`src/rtu_defs.svh`:
```
// Purpose: offsets, field positions, port numbers, the unregistered level and timing for the rtu register bank
// Assumes: 16-bit registers addressed by modbus register number
// Notes:   definitions only
`ifndef RTU_DEFS_SVH
`define RTU_DEFS_SVH

`define RTU_MODBUS_PORT     16'h1196
`define RTU_STD_PORT        16'h01f6
`define RTU_REG_ADDR        16'h0000
`define RTU_REG_STATUS      16'h0001
`define RTU_REG_PACKED_IN   16'h0002
`define RTU_REG_LEG_AI      16'h0096
`define RTU_REG_PACKED_OUT  16'h012c
`define RTU_REG_DIN         16'h0190
`define RTU_REG_AIN         16'h01c2
`define RTU_REG_LEG_CNT     16'h01f4
`define RTU_REG_CNT         16'h0258
`define RTU_REG_DOUT        16'h02ee
`define RTU_REG_AOUT        16'h0320
`define RTU_REG_END         16'h0384
`define RTU_ST_RESTART      7
`define RTU_ST_IOERR        6
`define RTU_ST_TIME         4
`define RTU_ST_OK           3
`define RTU_ST_RADIO        1
`define RTU_LEVEL_UNREG     8'hff
`define RTU_CLK_HZ          25000000
`define RTU_CNT_TICK_S      1

`endif

```
`src/rtu_pkg.sv`:
```
// Purpose: types shared by the rtu register bank
// Assumes: nothing beyond the defs header
// Notes:   request and answer travel as packed structs
package rtu_pkg;
    typedef struct packed {
        logic        valid;
        logic        write;
        logic [15:0] net_port;
        logic [7:0]  station;
        logic [15:0] reg_num;
        logic [15:0] wdata;
    } rtu_req_s;

    typedef struct packed {
        logic        valid;
        logic        served;
        logic [15:0] rdata;
    } rtu_rsp_s;

    typedef struct packed {
        logic       io_module_fail;
        logic       io_count_bad;
        logic       time_valid;
        logic       dev_ok;
        logic       radio_fault;
        logic       registered;
        logic [7:0] level_dbm;
    } rtu_health_s;

    typedef enum logic [1:0] {
        RTU_IDLE = 2'b01,
        RTU_ANS  = 2'b10
    } rtu_state_e;
endpackage

```
`src/rtu_bank.sv`:
```
// Purpose: modbus holding-register bank of a remote terminal unit
// Assumes: requests already framed; inputs synchronous to clk_sys
// Notes:   one request per two cycles; answer two cycles after take
//
// How it works
// - serve requests only on network port 4502, not the standard 502.
// - every register is 16 bits and readable; only status and output registers are writable by modbus requests.
// - register 0 returns own station address.
// - register 1 high byte holds received level in negative dBm.
// - level byte reads 255 while radio is unregistered.
// - status bit 7 set at restart; writing one to bit 7 clears it.
// - status bit 6 flags io fault; write-one clears only once fault gone.
// - io fault raised by failed module or io count mismatch.
// - status bit 4 time valid, bit 3 device ok, bit 1 radio fault.
// - register 2 presents packed input data.
// - registers 300-399 hold packed outputs; first switched output is bit 0.
// - registers 400-449 show digital inputs, first event input in bit 0.
// - registers 450-499 show 12-bit analog inputs, upper four bits zero.
// - registers 600-749 hold one 16-bit counter per input, in order.
// - first group counts events, second group counts active seconds.
// - registers 750-799 hold digital outputs; writes drive them.
// - registers 800-899 hold analog outputs, first is first expansion channel.
// - legacy registers 150-153 show 12-bit analog inputs, upper bits zero.
// - legacy registers 500-515 hold counters, first belongs to first event input.
// - sixteen on-off inputs and eight on-off outputs.
// - counters need only follow pulses up to 10 Hz.
// - on io fault all outputs forced off or zero.
`include "rtu_defs.svh"

module rtu_bank #(
    parameter int N_DI      = 16,
    parameter int N_DO      = 8,
    parameter int N_AI      = 4,
    parameter int N_AO      = 4,
    parameter int N_EVENT   = 8,
    parameter int SEC_TICKS = `RTU_CLK_HZ * `RTU_CNT_TICK_S
) (
    // clock and reset
    input  wire logic                        clk_sys,
    input  wire logic                        nrst,
    // modbus request and answer
    input  wire rtu_pkg::rtu_req_s           req,
    output rtu_pkg::rtu_rsp_s                rsp,
    // unit identity and health
    input  wire logic [7:0]                  station_addr,
    input  wire rtu_pkg::rtu_health_s        health,
    // field inputs
    input  wire logic [N_DI-1:0]             din,
    input  wire logic [N_AI-1:0][11:0]       ain,
    // field outputs
    output logic [N_DO-1:0]                  dout,
    output logic [N_AO-1:0][15:0]            aout
);
    localparam int TW = $clog2(SEC_TICKS + 1);

    rtu_pkg::rtu_state_e   state_q;
    rtu_pkg::rtu_req_s     req_q;
    logic [7:0]            addr_q;
    logic                  restart_q;
    logic                  ioerr_q;
    logic [N_DO-1:0]       dout_q;
    logic [N_AO-1:0][15:0] aout_q;
    logic [N_DI-1:0][15:0] cnt_q;
    logic [N_DI-1:0]       din_q;
    logic [TW-1:0]         tick_cnt_q;
    logic                  sec_tick_q;
    logic [15:0]           rdata_d;
    logic [7:0]            level;
    logic                  fault_now;
    logic                  take;
    logic                  wr;
    logic [15:0]           ra;

    // only frames on our port and our station are served
    assign take = req.valid && state_q == rtu_pkg::RTU_IDLE
                  && req.net_port == `RTU_MODBUS_PORT
                  && req.station == station_addr;
    assign wr = state_q == rtu_pkg::RTU_ANS && req_q.write;
    assign ra = req_q.reg_num;
    assign fault_now = health.io_module_fail || health.io_count_bad;
    assign level = health.registered ? health.level_dbm : `RTU_LEVEL_UNREG;

    always_ff @(posedge clk_sys)
    begin
        if (!nrst)
        begin
            state_q <= rtu_pkg::RTU_IDLE;
            req_q   <= '0;
        end
        else
        begin
            case (state_q)
                rtu_pkg::RTU_IDLE:
                begin
                    if (take)
                    begin
                        req_q   <= req;
                        state_q <= rtu_pkg::RTU_ANS;
                    end
                end
                rtu_pkg::RTU_ANS:
                    state_q <= rtu_pkg::RTU_IDLE;
                default:
                    state_q <= rtu_pkg::RTU_IDLE;
            endcase
        end
    end

    // station address follows the strap after reset release
    always_ff @(posedge clk_sys)
    begin
        if (!nrst)
            addr_q <= 8'h00;
        else
            addr_q <= station_addr;
    end

    // restart flag: reset sets it, write-one clears
    always_ff @(posedge clk_sys)
    begin
        if (!nrst)
            restart_q <= 1'b1;
        else if (wr && ra == `RTU_REG_STATUS && req_q.wdata[`RTU_ST_RESTART])
            restart_q <= 1'b0;
    end

    // set wins over clear so a lasting fault is never lost
    always_ff @(posedge clk_sys)
    begin
        if (!nrst)
            ioerr_q <= 1'b0;
        else if (fault_now)
            ioerr_q <= 1'b1;
        else if (wr && ra == `RTU_REG_STATUS && req_q.wdata[`RTU_ST_IOERR])
            ioerr_q <= 1'b0;
    end

    // output images; input, address and counter registers have no write path
    always_ff @(posedge clk_sys)
    begin
        if (!nrst)
        begin
            dout_q <= '0;
            aout_q <= '0;
        end
        else if (wr)
        begin
            if (ra == `RTU_REG_PACKED_OUT || ra == `RTU_REG_DOUT)
                dout_q <= req_q.wdata[N_DO-1:0];
            for (int i = 0; i < N_AO; i++)
            begin
                if (ra == `RTU_REG_AOUT + 16'(i) || ra == `RTU_REG_PACKED_OUT + 16'(i + 1))
                    aout_q[i] <= req_q.wdata;
            end
        end
    end

    // pins: forced off while a fault stands, hence a second flop stage
    always_ff @(posedge clk_sys)
    begin
        if (!nrst)
        begin
            dout <= '0;
            aout <= '0;
        end
        else if (ioerr_q || fault_now)
        begin
            dout <= '0;
            aout <= '0;
        end
        else
        begin
            dout <= dout_q;
            aout <= aout_q;
        end
    end

    // one-second enable for duration counters
    always_ff @(posedge clk_sys)
    begin
        if (!nrst)
        begin
            tick_cnt_q <= '0;
            sec_tick_q <= 1'b0;
        end
        else if (tick_cnt_q == TW'(SEC_TICKS - 1))
        begin
            tick_cnt_q <= '0;
            sec_tick_q <= 1'b1;
        end
        else
        begin
            tick_cnt_q <= tick_cnt_q + 1'b1;
            sec_tick_q <= 1'b0;
        end
    end

    // per-input counters; edge detect at clock rate covers 10 Hz easily
    genvar g;
    generate
        for (g = 0; g < N_DI; g++)
        begin : g_cnt
            always_ff @(posedge clk_sys)
            begin
                if (!nrst)
                begin
                    din_q[g] <= din[g]; // an input already high through reset is no event
                    cnt_q[g] <= 16'h0000;
                end
                else
                begin
                    din_q[g] <= din[g];
                    if (g < N_EVENT)
                    begin
                        if (din[g] && !din_q[g])
                            cnt_q[g] <= cnt_q[g] + 16'h0001;
                    end
                    else if (sec_tick_q && din[g])
                        cnt_q[g] <= cnt_q[g] + 16'h0001;
                end
            end
        end
    endgenerate

    // read decode; unmapped numbers read zero
    always_comb
    begin
        rdata_d = 16'h0000;
        if (ra == `RTU_REG_ADDR)
            rdata_d = {8'h00, addr_q};
        else if (ra == `RTU_REG_STATUS)
            rdata_d = {level, restart_q, ioerr_q, 1'b0, health.time_valid,
                       health.dev_ok, 1'b0, health.radio_fault, 1'b0};
        else if (ra == `RTU_REG_PACKED_IN)
            rdata_d = 16'(din);
        else if (ra == `RTU_REG_PACKED_OUT)
            rdata_d = 16'(dout_q);
        else if (ra == `RTU_REG_DIN)
            rdata_d = 16'(din);
        else if (ra == `RTU_REG_DOUT)
            rdata_d = 16'(dout_q);
        for (int i = 0; i < N_AI; i++)
        begin
            if (ra == `RTU_REG_AIN + 16'(i) || ra == `RTU_REG_LEG_AI + 16'(i))
                rdata_d = {4'h0, ain[i]};
        end
        for (int i = 0; i < N_AO; i++)
        begin
            if (ra == `RTU_REG_AOUT + 16'(i) || ra == `RTU_REG_PACKED_OUT + 16'(i + 1))
                rdata_d = aout_q[i];
        end
        for (int i = 0; i < N_DI; i++)
        begin
            if (ra == `RTU_REG_CNT + 16'(i) || ra == `RTU_REG_LEG_CNT + 16'(i))
                rdata_d = cnt_q[i];
        end
    end

    // answer two cycles after the take
    always_ff @(posedge clk_sys)
    begin
        if (!nrst)
            rsp <= '0;
        else
        begin
            rsp.valid  <= state_q == rtu_pkg::RTU_ANS;
            rsp.served <= state_q == rtu_pkg::RTU_ANS && ra < `RTU_REG_END;
            rsp.rdata  <= state_q == rtu_pkg::RTU_ANS ? rdata_d : 16'h0000;
        end
    end
endmodule // rtu_bank

```
`config.mk`:
```
export PLATFORM = sky130hd
export DESIGN_NAME = rtu_bank
export DESIGN_NICKNAME = d
export VERILOG_FILES = /design/src/rtu_pkg.sv /design/src/rtu_bank.sv
export VERILOG_INCLUDE_DIRS = /design/src
export SDC_FILE = /design/constraint.sdc
export NUM_CORES = 1
export LEC_CHECK = 0
export ABC_AREA = 1
export BUFFER_PORTS_ARGS = -buffer_cell sky130_fd_sc_hd__clkbuf_2
export CORE_UTILIZATION = 25
export DETAILED_ROUTE_END_ITERATION = 6
export GPL_TIMING_DRIVEN = 0
export HOLD_SLACK_MARGIN = 0.06
export SLEW_MARGIN = 25
export SYNTH_ARGS = -nofsm -noshare
export SYNTH_HDL_FRONTEND = slang
export SYNTH_SLANG_ARGS = --single-unit
```
`constraint.sdc`:
```
create_clock -name clk_sys -period 4 [get_ports clk_sys]
set_input_delay 0 -clock clk_sys [delete_from_list [all_inputs] [get_ports clk_sys]]
set_output_delay 0 -clock clk_sys [all_outputs]
set_load 0.005 [all_outputs]
```
==> metrics.md <==
| Metric | Value |
|---|---|
| Area grow syn2layout | 22.9% |
| Top cell family by delay on the critical path | simple AND/OR/NAND/NOR gates |
| Clk Tree Root Cell | clkbuf_16 |
| Number of hold-slack violations in the final timing report | 0 |
| I/O Buffers | between 200 and 250 |
| Simple-gate area share of the yosys netlist | 0.254 |
| Syn Area/Cell | around 6.7 µm² |
| Post-synthesis instance area | 0.0236 mm² |
| Number of levels the H-tree was split into | 2 |
| Cell Int Power | approximately 8 mW |
| Switch share | 0.239 |
| Post-Synth Adder-Cell Area | 0.00902 |
| Setup TNS after final layout | 0 ns |
| Relative contribution of sequential cells to total power | 0.471 |
| Die area | between 0.09 and 0.1 mm² |
| Area share of the largest cell type after synthesis | 0.422 |
| Wire per inst | approximately 17 µm |
| Detail Route Antenna Nets | 0 |
| Die X-Extent | ~300 µm |
| Most used cell, CP | nand2_1 |
| Number of enable flip-flop cells after synthesis | 0 |
| Clock period minus worst slack | approximately 3.8 ns |
| Largest incremental delay on the critical path | about 0.46 ns |
| Overflow after GRT | 0 |
| Run status | finished, violations left |
| WHS | just under 0.08 ns |
| Placed cells | between 5000 and 6000 |
| Peak fanout along the critical path | 9 |
| Placement-stage cell area | roughly 0.026 mm² |
| Final core area utilization | 0.311 |
| Endpoint required time on the critical path | between 4 and 5 ns |
| Number of I/O pins | between 200 and 250 |
| Core Box Area | about 0.093 mm² |
| Routability congestion estimate from global placement | 0.972 |
| Yosys warning count | 0 |
| Least-Margin Pin Slew | 1.04 ns |
| Synth top cells by count | 673 x nand2_1, 562 x a21oi_1, 504 x inv_1 |
| Setup skew after layout | 0.0324 ns |
| Violated checks | design-rule violations |
| HPWL after detailed placement | between 60000 and 70000 µm |
| Arrival time reported for the critical path endpoint | 4.33 ns |
| Total wire length | between 80000 and 90000 µm |
| Cell with the largest stage delay on the worst path | dfxtp_2 |
| Via total after detailed routing | roughly 24000 |
| Post-synth top area cell | dfxtp_1 |
| Combinational family with the most area after synthesis | simple AND/OR/NAND/NOR gates |
| Initial core utilization | 0.253 |
| Number of antenna violations at the first check in global routing | 8 |
| Multiplexer share of the synthesized area | 0 |
| Critical path class | register to register |
| Hold crit path type | input port to register |
| Proportion of layout cells with a drive suffix above 1 | 0.110 |
| Drc violations | 45 |
| Die height | 309 µm |
| Count of pins over their slew limit | 0 |
| Clock Latency Late Sink | 0.63 ns |
| Leak pwr | ~11 nW |
| Ys async rst share | 0 |
| Final-stage net count | 4038 |
| Proportion of synthesized chip area in sequential cells | 0.422 |
| Largest net degree at the start of global routing | 15 |
| Post-synthesis compound-gate area fraction | 0.199 |
| Syn_nets | 3681 |
| Critical path buffer and inverter count | 1 |
| Worst path setup slack after routing | approximately 0.2 ns |
| Flops & latches, synth | around 500 |
| Clock tree from TritonCTS | done |
| Share of the clock period used by the worst path after layout | 0.950 |
| Largest vdd supply drop | slightly below 300 µV |
| Overall global routing resource usage | 0.176 |
| Global-route wire length before repair | around 130000 µm |
| Cells taking the most area after synthesis | dfxtp_1 42%, a21oi_1 12%, nand2_1 11% |
| Relative slew slack | 0.303 |
| Share of the synthesized netlist area taken by xor and xnor gates | 0.00706 |
| Floorplan row count | between 100 and 150 |
| Kind of capture point of the worst setup path | register |
| Dominant synthesized flop cell | dfxtp_1 |
| Vias per std cell | around 4.7 |
| Post-layout power | between 10 and 15 mW |
| Number of distinct library cell variants in the gate-level netlist after synthesis | 45 |
| Clock network fraction of design power | 0.482 |
| First-pass DRT Iterations | 7 |
| Startpoint Class | register |
| Clock-pin slew on the worst setup and hold paths | approximately 0.07 ns |
| RSZ-0062 raised after global routing | true |
| Combinational share of power | 0.048 |
| Maximum frequency from static timing analysis | 263 MHz |
| Number of clock buffers inserted by TritonCTS | 52 |
| CTS sink cnt | 497 |
| Most frequent cell after synthesis | nand2_1 |
| Instance count of the mapped netlist | 3518 |
| Final-report setup violation count | 0 |
| Pre-CTS setup slack | -0.222 ns |
| Detailed router's first-iteration violation count | around 2500 |
| Via count of the first global-routing pass | 21900 |
| Worst-case clock buffer depth | 3 |
| Number of standard cells in the layout, taps in and fillers out | 5176 |
| Psw | around 2.5 mW |
| Post-layout instance area | ~0.029 mm² |
| Total power density per cell area | approximately 370 mW/mm² |
| Max capacitance violation total | 0 |
[state kept, by name, summed over array words and instances, names as in the netlist]
name and count:
addr_q 8, aout 64, aout_q 64, cnt_q 256
din_q 8, dout 8, dout_q 8, ioerr_q 1
ra 16, req_q 17, restart_q 1, rsp 18
sec_tick_q 1, state_q 2, tick_cnt_q 25
[final timing paths]
check	from	end	slack, ns	depth (start not counted)
worst max-delay path	ra[2]$_SDFFE_PN0P_	rsp[10]$_SDFF_PN0_	0.20	30
worst min-delay path	nrst	tick_cnt_q[13]$_SDFF_PP0_	0.08	3
worst max register to register	ra[2]$_SDFFE_PN0P_	rsp[10]$_SDFF_PN0_	0.20	30
worst min register to register	restart_q$_SDFFE_PN1P_	restart_q$_SDFFE_PN1P_	0.45	2
[logic make-up after synthesis]
family          Yosys count
simple gates           1414
fa+ha+maj                17
flops                   497
xor+xnor                 19
buf+inv                 670
compound gates          901
[cell type report]
cell class	count	area (µm²)
buffer	141	604
clock buffer	79	1500
multi-input combinational	2351	11300
antenna	6	15.0
tap	1254	1570
sequential	497	9950
clock inverter	16	248
inverter	529	1990
fill	10300	64300
timing repair buffer	303	1840
[power by group through the flow]
stage          clock, mW  combinational [mW]  sequential (mW)
3_5_place_dp           0               0.443             5.10
5_1_grt             5.40               0.546             4.99
2_1_floorplan          0               0.195             5.09
4_1_cts             5.18               0.495             4.99
3_3_place_gp           0               0.440             5.10
6_report            5.10               0.505             4.99
[repair_timing]
action,CTS,global route
setup buffers,1,6
setup endpoints to repair,11,15
pin swaps,1,9
hold buffers,61,0
hold endpoints to repair,134,0
resized for setup,11,54
[metal layers]
layer  part of all wire  GRT usage
met3              0.096     0.0465
met4              0.026     0.0525
met1               0.45      0.242
met5             0.0027     0.0157
met2               0.42      0.266
[cells in the final DEF (no fill, tap or decap), types with 10 or more instances in the layout]
| master | instances |
|---|---|
| clkbuf_16 | 52 |
| nor3b_1 | 26 |
| nand3_1 | 94 |
| nor4_1 | 22 |
| a211oi_1 | 18 |
| clkbuf_2 | 236 |
| buf_4 | 15 |
| xor2_1 | 14 |
| clkbuf_1 | 141 |
| inv_1 | 504 |
| dfxtp_1 | 494 |
| inv_2 | 23 |
| o21a_1 | 13 |
| nand4_1 | 48 |
| o21ai_0 | 264 |
| nor3_1 | 127 |
| ha_1 | 17 |
| nand2_1 | 657 |
| nor2_2 | 10 |
| nand2_2 | 17 |
| dlygate4sd3_1 | 61 |
| a21oi_1 | 560 |
| clkbuf_8 | 10 |
| nor2_1 | 382 |
[worst register-to-register path: cells and delay by family, from the launching register on]
| family | cells | cell delay [ns] |
|---|---|---|
| and+or+nand+nor | 27 | 2.71 |
| DFF | 1 | 0.46 |
| AOI/OAI and AO/OA | 2 | 0.37 |
| buffers and inverters | 1 | 0.17 |
Note: power is estimated with default switching activity, not from simulation.
